`src/design/pmc_map.svh`:
```
// Register offsets, field positions, reset values and clock counts of the port block
`ifndef PMC_MAP_SVH
`define PMC_MAP_SVH

// ****************************************
// Register offsets
// ****************************************
`define PMC_OFS_PC_DATA 8'h00
`define PMC_OFS_PC_DIR 8'h01
`define PMC_OFS_PC_OPT 8'h02
`define PMC_OFS_PB_DATA 8'h04
`define PMC_OFS_PB_DIR 8'h05
`define PMC_OFS_PB_OPT 8'h06
`define PMC_OFS_PA_DATA 8'h08
`define PMC_OFS_PA_DIR 8'h09
`define PMC_OFS_PA_OPT 8'h0A
`define PMC_OFS_MISC1 8'h20
`define PMC_OFS_MISC2 8'h40

// ****************************************
// Reset values
// ****************************************
`define PMC_RST_PORT 8'h00
`define PMC_RST_MISC1 8'h00
`define PMC_RST_MISC2 4'h0

// ****************************************
// Field positions
// ****************************************
`define PMC_M1_SENS1_HI 7
`define PMC_M1_SENS1_LO 6
`define PMC_M1_CLKOUT 5
`define PMC_M1_SENS0_HI 4
`define PMC_M1_SENS0_LO 3
`define PMC_M1_PRESC_HI 2
`define PMC_M1_PRESC_LO 1
`define PMC_M1_SLOW 0
`define PMC_M2_MOSI_DIS 3
`define PMC_M2_MISO_DIS 2
`define PMC_M2_SS_SRC 1
`define PMC_M2_SS_INT 0
`define PMC_M2_WIDTH 4
`define PMC_CLKOUT_PIN 2
`define PMC_SS_PIN 7
// Port A pins with no option bit (true open drain)
`define PMC_PA_NO_OPT 8'h50

// ****************************************
// Clock divider terminal counts (half period minus one)
// ****************************************
`define PMC_TERM_DIV2 5'h00
`define PMC_TERM_DIV4 5'h01
`define PMC_TERM_DIV8 5'h03
`define PMC_TERM_DIV16 5'h07
`define PMC_TERM_DIV32 5'h0F

`endif

```
`src/design/pmc_pkg.sv`:
```
// Types shared by the port configuration block
package pmc_pkg;

    // Interrupt sensitivity encodings
    typedef enum logic [1:0] {
        PMC_SENS_FALL_LOW = 2'b00,
        PMC_SENS_RISE = 2'b01,
        PMC_SENS_FALL = 2'b10,
        PMC_SENS_BOTH = 2'b11
    } pmc_sens_type;

    // Whole state of the block; index 0 = port A, 1 = port B, 2 = port C
    typedef struct packed {
        logic [2:0][7:0] data;
        logic [2:0][7:0] dir;
        logic [2:0][7:0] opt;
        logic [2:0][7:0] sync1;
        logic [2:0][7:0] sync2;
        logic [2:0][7:0] sync3;
        logic [2:0][7:0] filt;
        logic [2:0][7:0] prev;
        logic [7:0] misc1;
        logic [3:0] misc2;
        logic [7:0] rdata;
        logic [4:0] div_cnt;
        logic cpu_clk;
        logic [2:0][7:0] pin_out;
        logic [2:0][7:0] pin_oe;
        logic [2:0][7:0] pull_up;
        logic irq0;
        logic irq1;
        logic spi_ss;
    } pmc_state_type;

endpackage : pmc_pkg

```
`src/design/pmc_port_ctrl.sv`:
```
// Port configuration, external interrupt sensitivity and miscellaneous control
//
// The implementer's own choice: the strobed register port.
`timescale 1ns/100ps
`default_nettype none
`include "pmc_map.svh"

// Overview of operation
// - Direction bit: 0 input, 1 output
// - Input option: 0 floating, 1 pull-up
// - Output option: 0 open drain, 1 push-pull
// - Pins lacking option use direction only
// - All port registers reset to zero
// - Bits 7:6 set group 1 sensitivity
// - Bits 4:3 set group 0 sensitivity
// - Sensitivity writable only while interrupts masked
// - Independent groups; option picks port C group
// - Clock-out bit drives CPU clock on pin
// - Prescaler field picks slow divisor 4..32
// - Slow select 0 gives divide by two
// - Master output disable bit suppresses MOSI
// - Slave output disable bit suppresses MISO
// - Slave-select source: pin or internal bit
// - Internal bit replaces slave-select, pin free
// - Upper four control-two bits read zero
// - Interrupt only from capable pin, unmasked CPU
// - Data read: latch for outputs, pin otherwise
module pmc_port_ctrl (
    // Clock and reset
    input wire logic clk_i,
    input wire logic rst_n_i,
    // Register port
    input wire logic [7:0] addr_i,
    input wire logic [7:0] wdata_i,
    input wire logic wr_i,
    input wire logic rd_i,
    output logic [7:0] rdata_o,
    // CPU status and option strap
    input wire logic irq_mask_i,
    input wire logic irq_source_option_bit_i,
    // Port A pins
    input wire logic [7:0] pa_in_i,
    output logic [7:0] pa_out_o,
    output logic [7:0] pa_oe_o,
    output logic [7:0] pa_pullup_o,
    // Port B pins
    input wire logic [7:0] pb_in_i,
    output logic [7:0] pb_out_o,
    output logic [7:0] pb_oe_o,
    output logic [7:0] pb_pullup_o,
    // Port C pins
    input wire logic [7:0] pc_in_i,
    output logic [7:0] pc_out_o,
    output logic [7:0] pc_oe_o,
    output logic [7:0] pc_pullup_o,
    // External interrupt requests
    output logic ext_irq_group0_o,
    output logic ext_irq_group1_o,
    // Clock control
    output logic cpu_clk_o,
    // SPI pin control
    output logic spi_mosi_disable_o,
    output logic spi_miso_disable_o,
    output logic spi_ss_o
);

    // ****************************************
    // State
    // ****************************************
    pmc_pkg::pmc_state_type st_q;
    pmc_pkg::pmc_state_type st_d;

    logic [2:0][7:0] no_opt;
    logic [2:0][7:0] cap;
    logic [15:0] g0_cap;
    logic [15:0] g1_cap;
    logic [15:0] g0_now;
    logic [15:0] g0_old;
    logic [15:0] g1_now;
    logic [15:0] g1_old;
    logic [4:0] div_term;

    assign no_opt = {8'h00, 8'h00, `PMC_PA_NO_OPT};

    // Request of one group for its sensitivity
    function automatic logic grp_req(input logic [1:0] sens, input logic [15:0] capm,
                                     input logic [15:0] now, input logic [15:0] old);
        logic fall;
        logic rise;
        logic low;
        fall = |(capm & old & ~now);
        rise = |(capm & ~old & now);
        low = |(capm & ~now);
        case (pmc_pkg::pmc_sens_type'(sens))
            pmc_pkg::PMC_SENS_FALL_LOW: grp_req = fall | low;
            pmc_pkg::PMC_SENS_RISE: grp_req = rise;
            pmc_pkg::PMC_SENS_FALL: grp_req = fall;
            pmc_pkg::PMC_SENS_BOTH: grp_req = fall | rise;
            default: grp_req = 1'b0;
        endcase
    endfunction : grp_req

    // ****************************************
    // Next state
    // ****************************************
    always_comb begin
        st_d = st_q;

        // Pin sampling: a change counts once the last two stages agree
        st_d.sync1 = {pc_in_i, pb_in_i, pa_in_i};
        st_d.sync2 = st_q.sync1;
        st_d.sync3 = st_q.sync2;
        for (int p = 0; p < 3; p++) begin
            for (int b = 0; b < 8; b++) begin
                if (st_q.sync2[p][b] == st_q.sync3[p][b]) begin
                    st_d.filt[p][b] = st_q.sync3[p][b];
                end
            end
        end
        st_d.prev = st_q.filt;

        // Register writes
        if (wr_i) begin
            case (addr_i)
                `PMC_OFS_PA_DATA: st_d.data[0] = wdata_i;
                `PMC_OFS_PA_DIR: st_d.dir[0] = wdata_i;
                `PMC_OFS_PA_OPT: st_d.opt[0] = wdata_i & ~no_opt[0];
                `PMC_OFS_PB_DATA: st_d.data[1] = wdata_i;
                `PMC_OFS_PB_DIR: st_d.dir[1] = wdata_i;
                `PMC_OFS_PB_OPT: st_d.opt[1] = wdata_i & ~no_opt[1];
                `PMC_OFS_PC_DATA: st_d.data[2] = wdata_i;
                `PMC_OFS_PC_DIR: st_d.dir[2] = wdata_i;
                `PMC_OFS_PC_OPT: st_d.opt[2] = wdata_i & ~no_opt[2];
                `PMC_OFS_MISC1: begin
                    st_d.misc1[`PMC_M1_CLKOUT] = wdata_i[`PMC_M1_CLKOUT];
                    st_d.misc1[`PMC_M1_PRESC_HI:`PMC_M1_PRESC_LO] =
                        wdata_i[`PMC_M1_PRESC_HI:`PMC_M1_PRESC_LO];
                    st_d.misc1[`PMC_M1_SLOW] = wdata_i[`PMC_M1_SLOW];
                    // Changing sensitivity with interrupts open could fire spuriously
                    if (irq_mask_i) begin
                        st_d.misc1[`PMC_M1_SENS1_HI:`PMC_M1_SENS1_LO] =
                            wdata_i[`PMC_M1_SENS1_HI:`PMC_M1_SENS1_LO];
                        st_d.misc1[`PMC_M1_SENS0_HI:`PMC_M1_SENS0_LO] =
                            wdata_i[`PMC_M1_SENS0_HI:`PMC_M1_SENS0_LO];
                    end
                end
                `PMC_OFS_MISC2: st_d.misc2 = wdata_i[`PMC_M2_WIDTH-1:0];
                default: ;
            endcase
        end

        // Register reads, answered one cycle later
        st_d.rdata = 8'h00;
        if (rd_i) begin
            case (addr_i)
                `PMC_OFS_PA_DATA:
                    st_d.rdata = (st_q.dir[0] & st_q.data[0]) | (~st_q.dir[0] & st_q.filt[0]);
                `PMC_OFS_PA_DIR: st_d.rdata = st_q.dir[0];
                `PMC_OFS_PA_OPT: st_d.rdata = st_q.opt[0];
                `PMC_OFS_PB_DATA:
                    st_d.rdata = (st_q.dir[1] & st_q.data[1]) | (~st_q.dir[1] & st_q.filt[1]);
                `PMC_OFS_PB_DIR: st_d.rdata = st_q.dir[1];
                `PMC_OFS_PB_OPT: st_d.rdata = st_q.opt[1];
                `PMC_OFS_PC_DATA:
                    st_d.rdata = (st_q.dir[2] & st_q.data[2]) | (~st_q.dir[2] & st_q.filt[2]);
                `PMC_OFS_PC_DIR: st_d.rdata = st_q.dir[2];
                `PMC_OFS_PC_OPT: st_d.rdata = st_q.opt[2];
                `PMC_OFS_MISC1: st_d.rdata = st_q.misc1;
                `PMC_OFS_MISC2: st_d.rdata = {4'h0, st_q.misc2};
                default: st_d.rdata = 8'h00;
            endcase
        end

        // Pin drive
        for (int p = 0; p < 3; p++) begin
            for (int b = 0; b < 8; b++) begin
                if (st_q.dir[p][b]) begin
                    if (st_q.opt[p][b]) begin
                        st_d.pin_out[p][b] = st_q.data[p][b];
                        st_d.pin_oe[p][b] = 1'b1;
                    end else begin
                        // Open drain: only a low is driven
                        st_d.pin_out[p][b] = 1'b0;
                        st_d.pin_oe[p][b] = ~st_q.data[p][b];
                    end
                    st_d.pull_up[p][b] = 1'b0;
                end else begin
                    st_d.pin_out[p][b] = 1'b0;
                    st_d.pin_oe[p][b] = 1'b0;
                    st_d.pull_up[p][b] = st_q.opt[p][b];
                end
            end
        end
        if (st_q.misc1[`PMC_M1_CLKOUT]) begin
            st_d.pin_out[2][`PMC_CLKOUT_PIN] = st_q.cpu_clk;
            st_d.pin_oe[2][`PMC_CLKOUT_PIN] = 1'b1;
            st_d.pull_up[2][`PMC_CLKOUT_PIN] = 1'b0;
        end

        // CPU clock divider
        if (!st_q.misc1[`PMC_M1_SLOW]) begin
            div_term = `PMC_TERM_DIV2;
        end else begin
            case (st_q.misc1[`PMC_M1_PRESC_HI:`PMC_M1_PRESC_LO])
                2'b00: div_term = `PMC_TERM_DIV4;
                2'b10: div_term = `PMC_TERM_DIV8;
                2'b01: div_term = `PMC_TERM_DIV16;
                2'b11: div_term = `PMC_TERM_DIV32;
                default: div_term = `PMC_TERM_DIV2;
            endcase
        end
        // Counting past a shortened terminal toggles at once, so a new ratio acts fast
        if (st_q.div_cnt >= div_term) begin
            st_d.div_cnt = 5'h00;
            st_d.cpu_clk = ~st_q.cpu_clk;
        end else begin
            st_d.div_cnt = st_q.div_cnt + 5'h01;
        end

        // External interrupt groups; port C joins the group the strap picks
        for (int p = 0; p < 3; p++) begin
            cap[p] = ~st_q.dir[p] & st_q.opt[p];
        end
        g0_cap = {irq_source_option_bit_i ? 8'h00 : cap[2], cap[0]};
        g1_cap = {irq_source_option_bit_i ? cap[2] : 8'h00, cap[1]};
        g0_now = {st_q.filt[2], st_q.filt[0]};
        g0_old = {st_q.prev[2], st_q.prev[0]};
        g1_now = {st_q.filt[2], st_q.filt[1]};
        g1_old = {st_q.prev[2], st_q.prev[1]};
        st_d.irq0 = ~irq_mask_i & grp_req(st_q.misc1[`PMC_M1_SENS0_HI:`PMC_M1_SENS0_LO],
                                          g0_cap, g0_now, g0_old);
        st_d.irq1 = ~irq_mask_i & grp_req(st_q.misc1[`PMC_M1_SENS1_HI:`PMC_M1_SENS1_LO],
                                          g1_cap, g1_now, g1_old);

        // Slave select source; the pin itself stays ordinary I/O
        st_d.spi_ss = st_q.misc2[`PMC_M2_SS_SRC] ? st_q.misc2[`PMC_M2_SS_INT]
                                                 : st_q.filt[1][`PMC_SS_PIN];
    end

    always_ff @(posedge clk_i) begin
        if (!rst_n_i) begin
            st_q <= '0;
        end else begin
            st_q <= st_d;
        end
    end

    // ****************************************
    // Outputs
    // ****************************************
    assign rdata_o = st_q.rdata;
    assign pa_out_o = st_q.pin_out[0];
    assign pa_oe_o = st_q.pin_oe[0];
    assign pa_pullup_o = st_q.pull_up[0];
    assign pb_out_o = st_q.pin_out[1];
    assign pb_oe_o = st_q.pin_oe[1];
    assign pb_pullup_o = st_q.pull_up[1];
    assign pc_out_o = st_q.pin_out[2];
    assign pc_oe_o = st_q.pin_oe[2];
    assign pc_pullup_o = st_q.pull_up[2];
    assign ext_irq_group0_o = st_q.irq0;
    assign ext_irq_group1_o = st_q.irq1;
    assign cpu_clk_o = st_q.cpu_clk;
    assign spi_mosi_disable_o = st_q.misc2[`PMC_M2_MOSI_DIS];
    assign spi_miso_disable_o = st_q.misc2[`PMC_M2_MISO_DIS];
    assign spi_ss_o = st_q.spi_ss;
endmodule : pmc_port_ctrl
`default_nettype wire

```
`config.mk`:
```
export PLATFORM = sky130hd
export DESIGN_NAME = pmc_port_ctrl
export DESIGN_NICKNAME = d
export VERILOG_FILES = /design/src/design/pmc_pkg.sv /design/src/design/pmc_port_ctrl.sv
export VERILOG_INCLUDE_DIRS = /design/src /design/src/design
export SDC_FILE = /design/constraint.sdc
export NUM_CORES = 1
export LEC_CHECK = 0
export ABC_AREA = 1
export BUFFER_PORTS_ARGS = -buffer_cell sky130_fd_sc_hd__buf_2
export CAP_MARGIN = 20
export CORE_MARGIN = 2
export CORE_UTILIZATION = 55
export DETAILED_ROUTE_END_ITERATION = 12
export PLACE_DENSITY = 0.73
export SYNTH_ARGS = -nofsm -noshare
export SYNTH_HDL_FRONTEND = slang
export SYNTH_SLANG_ARGS = --single-unit
```
`constraint.sdc`:
```
create_clock -name clk_i -period 4.5 [get_ports clk_i]
set_input_delay 0.45 -clock clk_i [delete_from_list [all_inputs] [get_ports clk_i]]
set_output_delay 0.45 -clock clk_i [all_outputs]
set_load 0.03 [all_outputs]
```
### Yosys cells after proc, flatten, opt, wreduce, memory -nomap -nowiden

Index checks and enable logic that the tools add are counted.

* register bits: 287
* input port bits: 46
* output and inout bits: 86

* add/sub/neg operators: 1
* order comparisons: 1
* equal/unequal tests: 43
* mux-type cells: 35
* bitwise logic cells: 62
* reduce and logical (&&, ||, !) cells: 90

Operator list (count)
* $and A16 B16 Y16: 10
* $reduce_or A16 Y1: 6
* $pmux W8 S11: 1
* $and A8 B8 Y8: 9
* $reduce_and A2 Y1: 35
* $reduce_and A3 Y1: 22
* $not A16 Y16: 4
* $reduce_or A2 Y1: 22
* $mux W1: 28
* $not A1 Y1: 27
* $eq A1 B1 Y1: 24
* $eq A8 B3 Y1 const B: 3
* $eq A8 B4 Y1 const B: 3
* $not A8 Y8: 3
* $or A8 B8 Y8: 3
* $pmux W5 S4: 1
* $mux W8: 2
* $eq A2 B2 Y1 const B: 6
* $eq A8 B1 Y1 const B: 1
* $eq A8 B2 Y1 const B: 1
* $eq A8 B6 Y1 const B: 1
* $eq A8 B7 Y1 const B: 1
* $logic_not A8 Y1: 1
* $pmux W1 S4: 2
* other kinds (8): 16

### Longest topological paths before layout

* depth in word-level cells: 9
* gate-level depth with buffers: 12
* depth with buffers taken out: 12

### Worst setup path before layout

Ideal clock, no wire load.

* kind: input to register
* start point: input addr_i[5]
* end point: register st_q[248] (netlist bit)
* setup time: 0.121 ns
* arrival: 1.452 ns
* data required time: 4.379 ns
* path slack: 2.926 ns
* cell stages on the path: 9
* buffers on the path: 3
* cells stage by stage: inv_1 > nand2_1 > nor2_1 > buf_4 > buf_6 > nand3_2 > buf_2 > o21ai_0 > a21oi_1

* longest elaborated chain between the ends: 2

Ends and longest elaborated chain
* from (decl): RTL line pmc_port_ctrl.sv:33 `input wire logic [7:0] addr_i,`
* $eq A8 B4 Y1: RTL line pmc_port_ctrl.sv:124 `case (addr_i)`
* $reduce_and A2 Y1 (no source line)
* to (signal assigned): RTL line pmc_port_ctrl.sv:244 `st_q <= st_d;`
* to (decl): RTL line pmc_port_ctrl.sv:70 `pmc_pkg::pmc_state_type st_q;`

Every way passes these cells.
A chain may end at the register's enable or synchronous reset.

### Worst setup path after layout

* start point: input addr_i[5]
* end point: register st_q[229] (netlist bit)

* longest elaborated chain between the ends: 2

Ends and longest elaborated chain (RTL line)
* $eq A8 B3 Y1: pmc_port_ctrl.sv:124
* $reduce_and A2 Y1 (no source line)

Every way passes these cells.

==> impl_metrics.ini <==
[run_status]
status = complete, no violations

[routing]
post_drt_wl_per_cell_um = 15.60
num_vias = 9658
drtIter0Drc = 810
drt_first_pass_iters = 5
routed_wl_um = 29460
drc = 0
via_per_inst = 5.115
drtAntennaViolNets = 0

[clock_tree]
clk_pin_slew_ns = 0.06
cts_setup_buffers = 0
cts_sinks = 285
h-tree-depth = 1
cts_tree = built
worst_skew_pair.late_latency_ns = 0.56
clock-root-buffer = clkbuf_16
cts_resized = 0
cts_buffer_depth = 3
numCtsBuffers = 30
cts_hold_buf = 0

[die]
die_height_um = 149.3
coreArea_mm2 = 0.02089
fp-row-count = 53
die_w_um = 149.3
ios = 132
die-area_mm2 = 0.02228
start_util_pct = 55.56

[critical_path]
cp.arrival_ns = 2.27
crit_chain = buf_2 -> inv_1 -> nand2_1 -> nor2_2 -> buf_4 -> nand4_1 -> inv_1 -> nand2_1 -> o21ai_0 -> a21oi_1
critical_path_peak_fanout = 29
cp-start-kind = input pin
critPathKind = input pin to register
cpPeakStageDelay_ns = 0.32
end_kind = register
critPathTopFamily = simple AND/OR/NAND/NOR gates
worstPathRequired_ns = 4.93
r2r_setup_slack_ns = 2.72
slowest_stage = buf_4
r2r_cells = 9
r2r-end = ext_irq_group1_o$_SDFF_PN0_
path_buf_inv = 4
reg2reg_from = st_q[240]$_SDFFE_PN0P_

[synth]
synth-edff-count = 0
ys_seq_area_share_pct = 49.16
syn_avg_cell_area_um2 = 7.517
postSynthCellCount = 1544
async_reset_ff_share_pct = 0
syn_area_mm2 = 0.01161
yosysWarnings = 0
synth_ff_type = dfxtp_1
synth_cell_type_count = 37
synth_seq_cells = 285

[worst_hold_path]
whs_path_depth = 3
worstHoldPathType = input pin to register
min_from = pc_in_i[4]
hold_end = st_d[193]$_SDFF_PN0_

[timing]
max_slew_margin_pct = 41.03
fin_crit_ns = 1.847
maxClockFrequency_mhz = 541.4
setup_viol = 0
tns_ns = 0
worst_slack_ns = 2.653
period_share_pct = 41.05
slew_viol_final = 0
fin_skew_ns = 0.02546
rsz0062_at_grt = no
tightest_slew_ns = 0.8845
timing.hold.ws_ns = 0.08359
hold_viol_final = 0

[power]
power_density_mw_per_mm2 = 410.3
vdd_drop_max_uv = 430.8
power_leakage_nw = 6.400

[global_routing]
antenna_found_initial = 0
track_usage_pct = 26.22
grt.overflow.total = 0
grt_max_degree = 95
grt_pass1_vias = 8675
grt_pass1_wl_um = 45940

[finish]
area_growth_syn_to_layout_pct = 11.18
antenna_cells = 0
drive_above_1_share_pct = 12.40
utilization_pct = 61.77
fin_cells = 1888
finalNetCount = 1646
fillers = 1930

[placed_design]
port_buffers = 127
dp_hpwl_um = 21570
placed_cells = 1832
globalplace.congestion = 1.005
dp_slack_ns = 2.160

[job]
maxCapViolCount = 0
-- layout by cell type (no fill, tap or decap), types with 2 or more instances in the layout --
cell type,n
nor2_1,209
nor2_4,2
o22ai_1,9
bufinv_16,4
inv_6,3
o21bai_1,23
a21oi_1,90
buf_2,126
a211oi_1,21
clkbuf_1,5
dfxtp_1,285
nand3b_1,3
nor3_1,30
nor4_4,2
inv_1,238
buf_4,5
xor2_1,2
clkinvlp_4,5
clkbuf_16,31
o21a_1,3
clkinv_2,5
o211ai_1,3
ha_1,11
inv_2,2
nand3_2,2
nand4_1,16
o21ai_0,121
conb_1,4
nand3_1,62
and2_1,2
or2_2,2
nor2_2,4
nand2_2,2
clkbuf_8,3
nand2_1,272
-- state kept, by name, indices dropped and copies added (netlist names), 14 cells and up --
signal	cells
st_q	109
st_d	48
g0_now	16
g0_old	14
-- cell type report --
| type | count | area, µm² | area share [%] |
|---|---|---|---|
| Multi-Input combinational cell | 899 | 4228 | 32.76 |
| Clock buffer | 39 | 835.8 | 6.477 |
| Sequential cell | 285 | 5705 | 44.22 |
| Inverter | 242 | 909.6 | 7.049 |
| Timing Repair Buffer | 131 | 668.1 | 5.178 |
| Clock inverter | 17 | 212.7 | 1.648 |
| Tap cell | 275 | 344.1 | 2.667 |
-- logic make-up (layout without fill, tap and decap cells) --
logic type | count (synthesis) | in the layout | share of synthesized area, %
AND/OR/NAND/NOR | 611 | 611 | 22.06
buffers and inverters | 363 | 429 | 14.53
flip-flops | 285 | 285 | 49.16
AO/OA/AOI/OAI | 271 | 271 | 12.88
adder cells (fa/ha/maj) | 11 | 11 | 1.186
XOR/XNOR | 2 | 2 | 0.1510
other | 1 | 4 | 0.03231
-- cell usage after synthesis (3+ instances only) --
cell,number,share of area [%]
nor2_2,3,0.16
o21a_1,3,0.19
buf_4,81,5.2
nand3b_1,3,0.19
nand4_1,16,0.86
nand3_1,62,2.7
a211oi_1,21,1.4
o21bai_1,23,1.5
o21ai_0,121,5.2
buf_2,9,0.39
nor3_1,30,1.3
nor2_1,210,6.8
o211ai_1,3,0.19
a21oi_1,90,3.9
inv_1,238,7.7
nand2_1,272,8.8
dfxtp_1,285,49
o22ai_1,9,0.49
ha_1,11,1.2
clkbuf_1,25,0.81
buf_1,5,0.16
-- worst min-delay path, delay by kind of cell --
kind | cells | cell delay (ns)
and+or+nand+nor | 1 | 0.04
buffers and inverters | 2 | 0.11
-- per-stage QoR --
| step | total power [mW] | area, µm² |
|---|---|---|
| floorplan | 2.718 | 11620 |
| global placement | 2.771 | 11860 |
| detailed placement | 2.774 | 11860 |
| CTS | 5.325 | 12900 |
| global route | 5.436 | 12900 |
| finish | 5.294 | 12900 |
-- report_power, final --
group          internal [mW]  switching [mW]  leakage, nW  total [mW]
Combinational         0.0412           0.114         3.59       0.155
Clock                   1.55            1.03        0.500        2.57
Sequential              2.55          0.0126         2.31        2.57
Total                   4.14            1.15         6.40        5.29
-- per-layer routing --
metal	vias up	part of all wire [%]	GRT usage, %
li1	4871	-	-
met1	4305	45	38.21
met2	412	42	38.55
met3	70	8.9	4.618
met4	0	3.9	10.38
met5	-	0	0
-- worst max-delay path by stage --
stage | from | to | slack (ns) | cells past startpoint
finish | addr_i[5] | st_q[229]$_SDFFE_PN0P_ | 2.65 | 10
detailed placement | addr_i[5] | st_q[235]$_SDFFE_PN0P_ | 2.16 | 10
global placement | addr_i[5] | st_q[234]$_SDFFE_PN0P_ | 2.22 | 10
CTS | addr_i[5] | st_q[229]$_SDFFE_PN0P_ | 2.72 | 10
global route | addr_i[5] | st_q[232]$_SDFFE_PN0P_ | 2.42 | 10
floorplan | addr_i[5] | st_q[248]$_SDFFE_PN0P_ | 2.93 | 9
(Power assumes the default switching activity.)
